File: config.mk
export PLATFORM = sky130hd
export DESIGN_NAME = llpf_unit
export DESIGN_NICKNAME = d
export VERILOG_FILES = /design/src/llpf_pkg.sv /design/src/llpf_agen.sv /design/src/llpf_unit.sv
export SDC_FILE = /design/constraint.sdc
export NUM_CORES = 1
export LEC_CHECK = 0
export BUFFER_PORTS_ARGS = -buffer_cell sky130_fd_sc_hd__buf_4
export CORE_AREA = 3 3 152 154
export DETAILED_ROUTE_END_ITERATION = 12
export DIE_AREA = 0 0 155 157
export PLACE_DENSITY = 0.68
export SETUP_SLACK_MARGIN = 0.4
export SYNTH_ARGS = -nofsm -noshare
export SYNTH_HDL_FRONTEND = slang
export SYNTH_HIERARCHICAL = 1
export SYNTH_SLANG_ARGS = --single-unit
export TNS_END_PERCENT = 100
File: constraint.sdc
create_clock -name clk_sys -period 5.9 [get_ports clk_sys]
set_input_delay 0.885 -clock clk_sys [delete_from_list [all_inputs] [get_ports clk_sys]]
set_output_delay 0.885 -clock clk_sys [all_outputs]
set_load 0.03 [all_outputs]
File: src/llpf_pkg.sv
// llpf_pkg: shared types and constants for the linked load / prefetch unit
// assumes: one core clock, pipeline issues one operation at a time
package llpf_pkg;

    // ------------------------------------------------------------
    // widths and field positions
    // ------------------------------------------------------------
    localparam int DATA_W = 32;
    localparam int LL_OFS_W = 9;
    localparam int PF_OFS_W = 16;
    localparam int HINT_W = 5;
    localparam int ALIGN_LSB = 0;
    localparam int ALIGN_MSB = 1;
    localparam logic RES_FLAG_RST = 1'b0;

    // ------------------------------------------------------------
    // hint encodings
    // ------------------------------------------------------------
    localparam logic [4:0] HINT_LOAD = 5'h00;
    localparam logic [4:0] HINT_STORE = 5'h01;
    localparam logic [4:0] HINT_LOAD_STRM = 5'h04;
    localparam logic [4:0] HINT_STORE_STRM = 5'h05;
    localparam logic [4:0] HINT_LOAD_RETN = 5'h06;
    localparam logic [4:0] HINT_STORE_RETN = 5'h07;
    localparam logic [4:0] HINT_UNIMPL_LO = 5'h18;
    localparam logic [4:0] HINT_NOBUS = 5'h19;

    // pipeline operation codes
    typedef enum logic [2:0]
    {
        LLPF_OP_NONE = 3'b000,
        LLPF_OP_LINKED = 3'b001,
        LLPF_OP_COND = 3'b010,
        LLPF_OP_CACHE_PREFETCH_OP = 3'b011,
        LLPF_OP_EXCEPTION_RETURN_OP = 3'b100
    } llpf_op_t;

    // placement class handed to the cache with a prefetch
    typedef enum logic [1:0]
    {
        LLPF_PL_NORMAL = 2'b00,
        LLPF_PL_STREAM = 2'b01,
        LLPF_PL_RETAIN = 2'b10
    } llpf_place_t;

    // request from the pipeline
    typedef struct packed
    {
        llpf_op_t op;
        logic [31:0] base;
        logic [15:0] offset;
        logic [4:0] hint;
        logic [4:0] rt;
        logic [31:0] wdata;
    } llpf_req_t;

    // translation answer for the current address, from the mmu
    typedef struct packed
    {
        logic [31:0] paddr;
        logic [2:0] cca;
        logic fault;
        logic uncached;
    } llpf_xlat_t;

    // memory request to cache / bus
    typedef struct packed
    {
        logic [31:0] paddr;
        logic [2:0] cca;
        logic write;
        logic excl;
        logic prefetch;
        llpf_place_t place;
        logic [31:0] wdata;
    } llpf_mem_t;

endpackage : llpf_pkg

File: src/llpf_agen.sv
// llpf_agen: effective address adder with sign-extended offset
// assumes: offset already right-justified, pure combinational use
`timescale 1ns/1ps
module llpf_agen #(
    parameter int OFS_W = 16
) (
    // operands
    input wire logic [31:0] base,
    input wire logic [OFS_W-1:0] offset,
    // result
    output logic [31:0] eaddr
);
    // sign-extend then add, wrapping at 32 bits like the core adder
    always_comb
    begin
        eaddr = base + {{(32-OFS_W){offset[OFS_W-1]}}, offset};
    end
endmodule : llpf_agen

File: src/llpf_unit.sv
// llpf_unit: linked word load, conditional store and cache prefetch
// assumes: translation answers combinationally for the issued address,
// memory accepts a request in the cycle mem_ready is high
`timescale 1ns/1ps
module llpf_unit (
    // clock and reset
    input wire logic clk_sys,
    input wire logic sys_rst,
    // pipeline request
    input wire logic req_valid,
    input wire llpf_pkg::llpf_req_t req,
    output logic req_ready,
    // translation lookup
    output logic [31:0] xlat_vaddr,
    input wire llpf_pkg::llpf_xlat_t xlat,
    // memory side
    output logic mem_valid,
    output llpf_pkg::llpf_mem_t mem_req,
    input wire logic mem_ready,
    input wire logic rd_valid,
    input wire logic [31:0] rd_data,
    // register writeback
    output logic wb_valid,
    output logic [4:0] wb_rt,
    output logic [31:0] wb_data,
    // exceptions and status
    output logic exc_addr_err,
    output logic exc_reserved_opcode_trap,
    output logic reservation_flag
);

    // ------------------------------------------------------------
    // state and registers
    // ------------------------------------------------------------
    typedef enum logic [1:0]
    {
        LLPF_IDLE = 2'b00,
        LLPF_ISSUE = 2'b01,
        LLPF_WAIT = 2'b10
    } llpf_state_t;

    llpf_state_t state_r, state_nxt;
    llpf_pkg::llpf_mem_t mem_r, mem_nxt;
    logic mem_valid_r, mem_valid_nxt;
    logic res_r, res_nxt;
    logic [4:0] rt_r, rt_nxt;
    logic is_cond_r, is_cond_nxt;
    logic wb_valid_r, wb_valid_nxt;
    logic [4:0] wb_rt_r, wb_rt_nxt;
    logic [31:0] wb_data_r, wb_data_nxt;
    logic aerr_r, aerr_nxt;
    logic ri_r, ri_nxt;
    logic ready_r, ready_nxt;
    logic [31:0] ea_ll, ea_pf, ea_sel;

    // reserved-hint test used by the prefetch decision
    function automatic logic hint_reserved(input logic [4:0] h);
        hint_reserved = (h == 5'h02) || (h == 5'h03) ||
            ((h >= 5'h08) && (h < llpf_pkg::HINT_UNIMPL_LO));
    endfunction : hint_reserved

    // placement class for a given hint
    function automatic llpf_pkg::llpf_place_t hint_place(input logic [4:0] h);
        case (h)
            llpf_pkg::HINT_LOAD_STRM, llpf_pkg::HINT_STORE_STRM:
                hint_place = llpf_pkg::LLPF_PL_STREAM;
            llpf_pkg::HINT_LOAD_RETN, llpf_pkg::HINT_STORE_RETN:
                hint_place = llpf_pkg::LLPF_PL_RETAIN;
            default:
                hint_place = llpf_pkg::LLPF_PL_NORMAL;
        endcase
    endfunction : hint_place

    // store-intent hints: odd codes among 0..7
    function automatic logic hint_store(input logic [4:0] h);
        hint_store = (h[4:3] == 2'b00) && h[0];
    endfunction : hint_store

    // ------------------------------------------------------------
    // address generation
    // ------------------------------------------------------------
    llpf_agen #(.OFS_W(llpf_pkg::LL_OFS_W)) u_agen_ll (
        .base(req.base),
        .offset(req.offset[llpf_pkg::LL_OFS_W-1:0]),
        .eaddr(ea_ll)
    );

    llpf_agen #(.OFS_W(llpf_pkg::PF_OFS_W)) u_agen_pf (
        .base(req.base),
        .offset(req.offset),
        .eaddr(ea_pf)
    );

    // conditional store shares the 16-bit form with prefetch
    assign ea_sel = (req.op == llpf_pkg::LLPF_OP_LINKED) ? ea_ll : ea_pf;
    assign xlat_vaddr = ea_sel;

    // ------------------------------------------------------------
    // next-state logic
    // ------------------------------------------------------------
    always_comb
    begin
        state_nxt = state_r;
        mem_nxt = mem_r;
        mem_valid_nxt = mem_valid_r;
        res_nxt = res_r;
        rt_nxt = rt_r;
        is_cond_nxt = is_cond_r;
        wb_valid_nxt = 1'b0;
        wb_rt_nxt = wb_rt_r;
        wb_data_nxt = wb_data_r;
        aerr_nxt = 1'b0;
        ri_nxt = 1'b0;
        case (state_r)
            LLPF_IDLE:
            begin
                if (req_valid)
                begin
                    mem_nxt.paddr = xlat.paddr;
                    mem_nxt.cca = xlat.cca;
                    mem_nxt.wdata = req.wdata;
                    mem_nxt.excl = 1'b0;
                    mem_nxt.prefetch = 1'b0;
                    mem_nxt.write = 1'b0;
                    mem_nxt.place = llpf_pkg::LLPF_PL_NORMAL;
                    rt_nxt = req.rt;
                    case (req.op)
                        llpf_pkg::LLPF_OP_LINKED:
                        begin
                            if (ea_ll[llpf_pkg::ALIGN_MSB:llpf_pkg::ALIGN_LSB]
                                != 2'b00)
                            begin
                                aerr_nxt = 1'b1;
                            end
                            else
                            begin
                                // shared read only: never steal the line
                                mem_nxt.excl = 1'b0;
                                mem_valid_nxt = 1'b1;
                                is_cond_nxt = 1'b0;
                                res_nxt = 1'b1;
                                state_nxt = LLPF_ISSUE;
                            end
                        end
                        llpf_pkg::LLPF_OP_COND:
                        begin
                            if (ea_pf[llpf_pkg::ALIGN_MSB:llpf_pkg::ALIGN_LSB]
                                != 2'b00)
                            begin
                                aerr_nxt = 1'b1;
                            end
                            else if (res_r)
                            begin
                                mem_nxt.write = 1'b1;
                                mem_valid_nxt = 1'b1;
                                is_cond_nxt = 1'b1;
                                res_nxt = 1'b0;
                                state_nxt = LLPF_ISSUE;
                            end
                            else
                            begin
                                wb_valid_nxt = 1'b1;
                                wb_rt_nxt = req.rt;
                                wb_data_nxt = 32'h0000_0000;
                            end
                        end
                        llpf_pkg::LLPF_OP_CACHE_PREFETCH_OP:
                        begin
                            if (req.hint >= llpf_pkg::HINT_UNIMPL_LO &&
                                req.hint != llpf_pkg::HINT_NOBUS)
                            begin
                                ri_nxt = 1'b1;
                            end
                            else if (req.hint == llpf_pkg::HINT_NOBUS)
                            begin
                                // completes quietly, nothing issued
                                ri_nxt = 1'b0;
                            end
                            else if (hint_reserved(req.hint) || xlat.fault ||
                                xlat.uncached)
                            begin
                                // faults swallowed, no data moves
                                mem_valid_nxt = 1'b0;
                            end
                            else
                            begin
                                // fire and forget: pipeline is held only until memory accepts
                                mem_nxt.prefetch = 1'b1;
                                mem_nxt.excl = hint_store(req.hint);
                                mem_nxt.place = hint_place(req.hint);
                                mem_valid_nxt = 1'b1;
                                state_nxt = LLPF_ISSUE;
                            end
                        end
                        llpf_pkg::LLPF_OP_EXCEPTION_RETURN_OP:
                        begin
                            res_nxt = 1'b0;
                        end
                        default:
                        begin
                            state_nxt = LLPF_IDLE;
                        end
                    endcase
                end
            end
            LLPF_ISSUE:
            begin
                if (mem_ready)
                begin
                    mem_valid_nxt = 1'b0;
                    if (mem_r.prefetch)
                    begin
                        // no return data awaited for a prefetch
                        state_nxt = LLPF_IDLE;
                    end
                    else if (is_cond_r)
                    begin
                        wb_valid_nxt = 1'b1;
                        wb_rt_nxt = rt_r;
                        wb_data_nxt = 32'h0000_0001;
                        state_nxt = LLPF_IDLE;
                    end
                    else
                    begin
                        state_nxt = LLPF_WAIT;
                    end
                end
            end
            LLPF_WAIT:
            begin
                if (rd_valid)
                begin
                    wb_valid_nxt = 1'b1;
                    wb_rt_nxt = rt_r;
                    wb_data_nxt = rd_data;
                    state_nxt = LLPF_IDLE;
                end
                // an exception return seen while waiting clears the reservation
                if (req_valid && req.op == llpf_pkg::LLPF_OP_EXCEPTION_RETURN_OP)
                begin
                    res_nxt = 1'b0;
                end
            end
            default:
            begin
                state_nxt = LLPF_IDLE;
            end
        endcase
        // ready is registered so the pipeline sees a flop, not a decode
        ready_nxt = (state_nxt == LLPF_IDLE);
    end

    // ------------------------------------------------------------
    // registers
    // ------------------------------------------------------------
    always_ff @(posedge clk_sys)
    begin
        if (sys_rst)
        begin
            state_r <= LLPF_IDLE;
            mem_r <= '0;
            mem_valid_r <= 1'b0;
            res_r <= llpf_pkg::RES_FLAG_RST;
            rt_r <= 5'h00;
            is_cond_r <= 1'b0;
            wb_valid_r <= 1'b0;
            wb_rt_r <= 5'h00;
            wb_data_r <= 32'h0000_0000;
            aerr_r <= 1'b0;
            ri_r <= 1'b0;
            ready_r <= 1'b1;
        end
        else
        begin
            state_r <= state_nxt;
            mem_r <= mem_nxt;
            mem_valid_r <= mem_valid_nxt;
            res_r <= res_nxt;
            rt_r <= rt_nxt;
            is_cond_r <= is_cond_nxt;
            wb_valid_r <= wb_valid_nxt;
            wb_rt_r <= wb_rt_nxt;
            wb_data_r <= wb_data_nxt;
            aerr_r <= aerr_nxt;
            ri_r <= ri_nxt;
            ready_r <= ready_nxt;
        end
    end

    // ------------------------------------------------------------
    // outputs
    // ------------------------------------------------------------
    // accept only when idle; exception_return_op is also seen in wait
    assign req_ready = ready_r;
    assign mem_valid = mem_valid_r;
    assign mem_req = mem_r;
    assign wb_valid = wb_valid_r;
    assign wb_rt = wb_rt_r;
    assign wb_data = wb_data_r;
    assign exc_addr_err = aerr_r;
    assign exc_reserved_opcode_trap = ri_r;
    assign reservation_flag = res_r;

endmodule : llpf_unit

==> summary by stage, run 1 <==
Outcome
The flow ran to the end, and the final reports show no timing, DRC or antenna violations.

Timing
Adding up every negative setup slack in the final design gives 0 ns. For the pin with the worst max-slew slack, the measured transition is 1.12 ns. The routed design could run at a clock period as short as 4.57 ns.

The relative slew slack is 24.1%. The number of max-slew violations in the final report is 0. Setup repair after global routing left no endpoint under its margin.

Setup violations remaining at the end of the flow were counted as 0. The number of hold violations in the final report is 0. The clock arrives with 0.0174 ns of skew. After layout, the worst path uses 77.4% of the clock period.

Static timing analysis puts the maximum clock frequency at 219 MHz.

Logic synthesis
By count the netlist is led by 223 x nand2_1, 175 x a21oi_1, 123 x dfxtp_1. The number of storage elements in the synthesis netlist is 123. The top-area cell type share of the netlist area is 28.9%. For this run, asynchronously set or reset flops after synthesis account for 0%. In the synthesized netlist the dominant register cell turns out to be dfxtp_1. The number of nets handed over by synthesis was 1332. The synthesized cell area is 0.00853 mm2. dfxtp_1 takes more of the synthesized area than any other cell.

Counting flops with a built-in enable in the synthesized netlist gives 0. Among all cell types in the netlist, the one instantiated most often is nand2_1. The synthesis warning total is 6.

The instance count of the mapped netlist is 1095. The sequential fraction of the synthesis area is 28.9%. The mean instance size in the synthesized netlist is 7.79 um2. By area the synthesized netlist is led by dfxtp_1 29%, a21oi_1 10%, ha_1 10%. Yosys mapped the design onto 77 distinct sky130hd cell types.

Global routing
Global routing used 26.9% of the available met1 tracks. The via count of the first global-routing pass is 8226. The global routing's busiest layer is met2. The global-route met3 utilization is 6.19%. Global routing consumed, over all layers together, 21.6% of the routing resources. The maximum number of pins on one net before global-route repair is 90. The initial antenna violation count is 4. In the global route stage, met2 resource usage came out at 36.5%. The remaining global-route overflow is 0.

The global-route wire length before repair is 42.8 mm.

Min path
The path type of the worst min-delay path is reg -> reg. Along the worst hold path, the cell count comes to 2.

Drt
The mean number of vias per cell is 5.34. For this block, the routed nets add up to 28.0 mm of wire. The number of search-and-repair iterations in the first detailed-routing pass is 7.

In the final routed layout, each cell accounts on average for 16.8 um. After the first detailed-routing iteration, the DRC count stood at 641. The remaining design rule violation count is 0. The remaining number of nets flagged by the antenna check after routing is 0.

The total via count in the routed design is 8871.

Place
The wire-length estimate of the detail-placed layout is 21.6 mm. The area of placed instances is 0.0110 mm2. The total of buffers placed on input and output ports is 313. The global placer's final weighted congestion is 0.895.

Die
During I/O placement, the number of pins put on the boundary was 314. The chip width is 155 um. From bottom edge to top edge, the die measures 157 um. The die covers 0.0243 mm2. The floorplan step defined a core boundary enclosing 0.0218 mm2. For this configuration, the core starts out at a cell density of 39.1%.

In this run the core area contains 54 standard-cell rows.

Clock tree
Clock-pin slew was measured on the worst setup and hold paths at 0.06 ns. In this run the deepest clock path goes through 2 buffers. The post-cts gate resize count is 0. TritonCTS created 17 clock buffers. The CTS tree is built.

The count of H-tree levels built during CTS is 4. The number of clock sinks seen by CTS is 123. The tree is rooted in a clkbuf_16.

The count of hold buffers inserted by post-cts repair is 0. Buffers added to address setup during post-CTS repair amount to 0. The insertion delay to the later sink of the worst-skew pair is 0.42 ns.

Critical path
The worst setup path is launched from a primary input. The number of cell instances on the worst register-to-register path is 9. Data on the critical path is required at its endpoint by 5.02 ns. By startpoint and endpoint, the worst setup path is classified as in -> out. The worst setup path is captured at an output pin.

Data on the critical path arrives at its endpoint at 3.68 ns. Of all nets on the critical path, the largest fanout is 4.

Finish
The antenna diode instance count is 0. From synthesis to final layout, the design area changed by 36.3%. The net count of the finished layout is 1606. The filler cell count is 2111. The share of layout cells above drive strength 1 is 29.7%.

The post-layout instance area is 0.0116 mm2. The post-layout utilization of the core is 53.3%.

Power and ir drop
Summed over all cells, the static leakage comes to 5.20 nW. The sum of internal, switching and leakage power is 2.97 mW. The power per cell area is 255 mW/mm2.

IR analysis of the VDD net gives a maximum drop of 179 uV.

Run
Across the run, the number of max-cap violations was 0.
flip-flops by register name (all words and copies together) (netlist names), 2 cells and up:
register,cells
wb_rt,5
state_r,2
wb_data,32
mem_req,72
rt_r,5
final timing paths:
check | start | to | slack, ns
worst max register to register | state_r[0] | wb_data[31] | 3.40
worst min register to register | wb_data[26] | wb_data[26] | 0.45
worst min-delay path | wb_data[26] | wb_data[26] | 0.45
worst max-delay path | req[42] | xlat_vaddr[18] | 1.33
metrics by stage:
stage               std cells  hold WS, ns  setup WS (ns)
finish                   1662        0.450           1.33
global route             1662        0.471           1.09
CTS                      1662        0.452           1.32
detailed placement       1630        0.444           1.33
global placement         1630        0.439           1.39
floorplan                1095        0.436           1.82
critical path: stages:
cell and delay [ns]:
buf_4 0.11, ha_1 0.21, fa_1 0.41, a21o_1 0.22
a221oi_2 0.35, a221o_2 0.29, o21ai_1 0.10, a21boi_1 0.23
o21ai_1 0.15, a21oi_1 0.21, xnor2_1 0.08, mux2_2 0.26
buf_4 0.17
where the power goes:
part           switching, mW  internal [mW]
combinational          0.553          0.409
sequential            0.0161          0.862
clock                  0.408          0.718
total                  0.978           1.99
placed cells by master, fill, tap and decap left out, types with 17 or more instances in the layout:
cell         n
inv_1       18
dfxtp_1    123
nor2_1      33
nand3_1     52
mux2_2      32
xnor2_1     34
ha_1        68
a21oi_1    175
o21ai_0     35
buf_4      320
a21o_1      33
nand2_1    222
xor2_1      25
clkbuf_16   17
layer usage:
metal	vias to the layer above	share of wire, %
met5	-	0.26
met4	8	1.7
met3	36	7.5
met2	289	48
met1	4073	43
li1	4465	-
kinds of logic (layout without fill, tap and decap cells):
family | Yosys count | in the layout | synth area share, %
AOI/OAI and AO/OA | 331 | 331 | 24.5
xor gates and xnor gates | 59 | 59 | 6.06
adders and majority gates | 70 | 70 | 10.4
buffers and inverters | 83 | 370 | 4.34
DFF | 123 | 123 | 28.9
muxes | 41 | 41 | 5.28
and+or+nand+nor | 388 | 388 | 20.5
cell type report:
cell class / instances / area [um2] / share of cell area [%]
flip-flops and latches: 123 / 2460 / 21.2
clock inverters: 14 / 205 / 1.77
repair buffers: 320 / 2400 / 20.7
clock buffers: 18 / 429 / 3.69
multi-input cells: 889 / 5700 / 49.1
inverters: 18 / 67.6 / 0.581
well taps: 280 / 350 / 3.01
Note: power is estimated with default switching activity, not from simulation.
==> run 2, diff against run 1 <==
==> constraint.sdc (replaced) <==
create_clock -name clk_sys -period 4.7 [get_ports clk_sys]
set_input_delay 0.705 -clock clk_sys [delete_from_list [all_inputs] [get_ports clk_sys]]
set_output_delay 0.705 -clock clk_sys [all_outputs]
set_load 0.03 [all_outputs]
==> run 2 against run 1 <==
  * Sequential share of layout area hardly changed
  * Flip-flop and latch count stayed put
  * First-iteration DRC count is 12% lower
  * Core utilization is 0.069 points lower
  * Cell area is 0.13% lower
  * Clock skew is 0.0035 ns lower
  * Register-to-register slack worse by 1.6 ns
  * Power is 22% higher
  * Critical path type unchanged
  * Largest cell class unchanged
==> summary by stage, run 2 (same netlist as run 1, synthesis figures left out) <==
Outcome
The run finished with clean final reports.

Finish
The net count of the finished layout is 1608. Leaving out fill and tap cells, the most frequent cell in the layout is buf_4. Of the cells placed in the final design, the portion with a size suffix greater than 1 is 29.9%.

The area growth from synthesis to layout is 36.1%. The flip-flop count of the largest register after layout is 72. The number of antenna diodes in the final layout is 0. In the layout the commonest cells are 322 x buf_4, 222 x nand2_1, 175 x a21oi_1.

Timing
The relative slew slack is 33.1%. The worst path meets setup with 0.557 ns of slack. The number of hold violations in the final report is 0. The smallest clock period supported by the final layout is computed as 4.14 ns. The worst hold slack across all endpoints is 0.449 ns.

The final count of negative-setup-slack endpoints is 0. The achievable clock frequency is 241 MHz. Setup total negative slack on the finished layout was measured at 0 ns. The clock arrives with 0.0139 ns of skew.

The number of max-slew violations in the final report is 0. Setup repair after global routing could not meet its margin everywhere. The actual slew at the worst max-slew pin is 0.989 ns. The worst path uses 88.1% of the clock period.

Die
The chip width is 155 um. After floorplanning, the core was sized to cover 0.0218 mm2. In this run the vertical extent of the chip is 157 um. The initial standard-cell utilization of the core is 39.1%. During I/O placement, the number of pins put on the boundary was 314. The overall die area is 0.0243 mm2.

In this run the core area contains 54 standard-cell rows.

Global routing
The initial antenna violation count is 4. The global routing's busiest layer is met2. The remaining global-route overflow is 0. The met1 layer usage reported by global route is 27.8%.

For this run, global-route usage on met2 was measured as 36.1%. Global routing used 5.69% of the available met3 tracks. The global-route wire length before repair is 43.1 mm. The total global-route track usage is 21.7%.

The via count of the first global-routing pass is 8240. Entering global routing, the biggest net connects 72 pins.

Drt
Summed over all layers, the routed wires come to 28.2 mm. The first TritonRoute pass finished after 7 iterations. The remaining number of nets flagged by the antenna check after routing is 0.

The average wire length per cell after detail routing is 16.9 um. Detailed routing inserted a total of 8861 vias. The mean number of vias per cell is 5.33. The first routing iteration left 561 violations. The remaining design rule violation count is 0.

Place
After legalization and detailed placement, the total HPWL measured 22.1 mm. At the placement stage, the worst setup path has a slack of 0.520 ns. The global placer's final weighted congestion is 0.922. Buffers placed on the I/O ports in this run total 313.

Clock tree
Clock tree synthesis selected as its root buffer the cell clkbuf_16. The maximum count of clock buffers along a single path is 2. The H-tree was split into 4 levels.

TritonCTS built the clock tree. After clock tree synthesis, the clock-pin slew on the worst setup and hold paths is 0.06 ns. The clock drives 123 sinks. Buffers added to address setup during post-CTS repair amount to 0.

Clock latency on the worst-skew pair, taken at its later pin, is 0.41 ns. The TritonCTS buffer count is 17.

Critical path
For the worst setup path, the data arrival time is 3.44 ns. The sort of element at the end of the critical path is an output pin. The startpoint type of the worst setup path is a primary input.

The signal on the critical path passes through buf_4 > ha_1 > a21oi_1 > o21bai_1 > a21oi_1 > nor2_1 > a2111oi_0 > o21ai_0 > or3_1 > mux2_2 > buf_4. The endpoint required time on the critical path is 3.99 ns. The class of the most critical setup path is in -> out.

For flop-to-flop paths, the worst setup slack is 1.80 ns. In this run the critical register-to-register path is launched from state_r[0]. Broken down by cell family, the worst path's largest delay share belongs to compound AO/OA/AOI/OAI gates. The critical path's largest stage delay is 0.54 ns. The number of buffers and inverters on the critical path is 2. The endpoint of the most critical register-to-register path is wb_data[10]. For the worst flop-to-flop path, the logic depth is 9. Along the worst path, the maximum fanout reaches 25.

The cell with the largest stage delay on the worst path is a2111oi_0.

Power and ir drop
The part of the total power dissipated in combinational logic is 33.6%. The switching fraction of total power is 33.9%. In this run the power density over the cells is 311 mW/mm2. The net switching power figure is 1.23 mW. The clock network is responsible for 35.9% of the overall power. The sum of internal, switching and leakage power is 3.61 mW. Sequential cells account for 30.5% of the total power. In this run the static leakage power is 5.18 nW. Across the VDD grid, the largest voltage drop is 230 uV. Internal power comes to 2.39 mW.

Min path
The path type of the worst min-delay path is reg -> reg. The hold-critical path endpoint is wb_data[9]. Counting instances, the worst hold path has a depth of 2. The hold path startpoint is wb_data[9].

Run
Across the run, the number of max-cap violations was 0.
==> run 2: layout make-up <==
cell class	instances	area, um2
fill	2096	10200
multi-input combinational	889	5720
sequential	123	2460
timing repair buffer	322	2420
clock buffer	17	425
tap	280	350
clock inverter	14	160
inverter	18	67.6
==> run 2: power groups by stage <==
stage / clock (mW) / sequential (mW) / combinational, mW
floorplan: 0 / 1.19 / 0.720
global placement: 0 / 1.12 / 1.20
detailed placement: 0 / 1.12 / 1.21
CTS: 1.33 / 1.10 / 1.21
global route: 1.37 / 1.11 / 1.32
finish: 1.30 / 1.10 / 1.21
==> run 2: layer usage <==
layer,wire [um],part of all wire [%],vias up
met1,12000,42,4047
li1,-,-,4477
met3,2070,7.3,41
met5,68,0.24,-
met4,666,2.4,8
met2,13400,48,288
==> run 2: worst max-delay path by stage <==
stage	cells after the start	startpoint	to
6_report	11	req[50]	xlat_vaddr[31]
5_1_grt	13	req[42]	xlat_vaddr[30]
4_1_cts	13	req[42]	xlat_vaddr[30]
3_5_place_dp	13	req[42]	xlat_vaddr[30]
3_3_place_gp	13	req[42]	xlat_vaddr[30]
2_1_floorplan	11	req[42]	xlat_vaddr[30]
==> run 2: stage by stage <==
step | cells | instance area (um2) | utilization, %
final | 1663 | 11600 | 53.2
after floorplan | 1095 | 8530 | -
after global routing | 1663 | 11600 | 53.2
after CTS | 1663 | 11600 | 53.1
after global placement | 1632 | 11000 | 50.4
after detailed placement | 1632 | 11000 | 50.4
==> run 2: worst min-delay path, cell delays in order (launching register included) <==
cell and delay (ns):
dfxtp_1 0.31, nand2_1 0.05, a21oi_1 0.05
==> run 2: what timing repair did <==
| action | 4_1_cts | 5_1_grt |
|---|---|---|
| gates resized for setup | 0 | 2 |
| hold buffers | 0 | 0 |
| setup endpoints to repair | 0 | 4 |
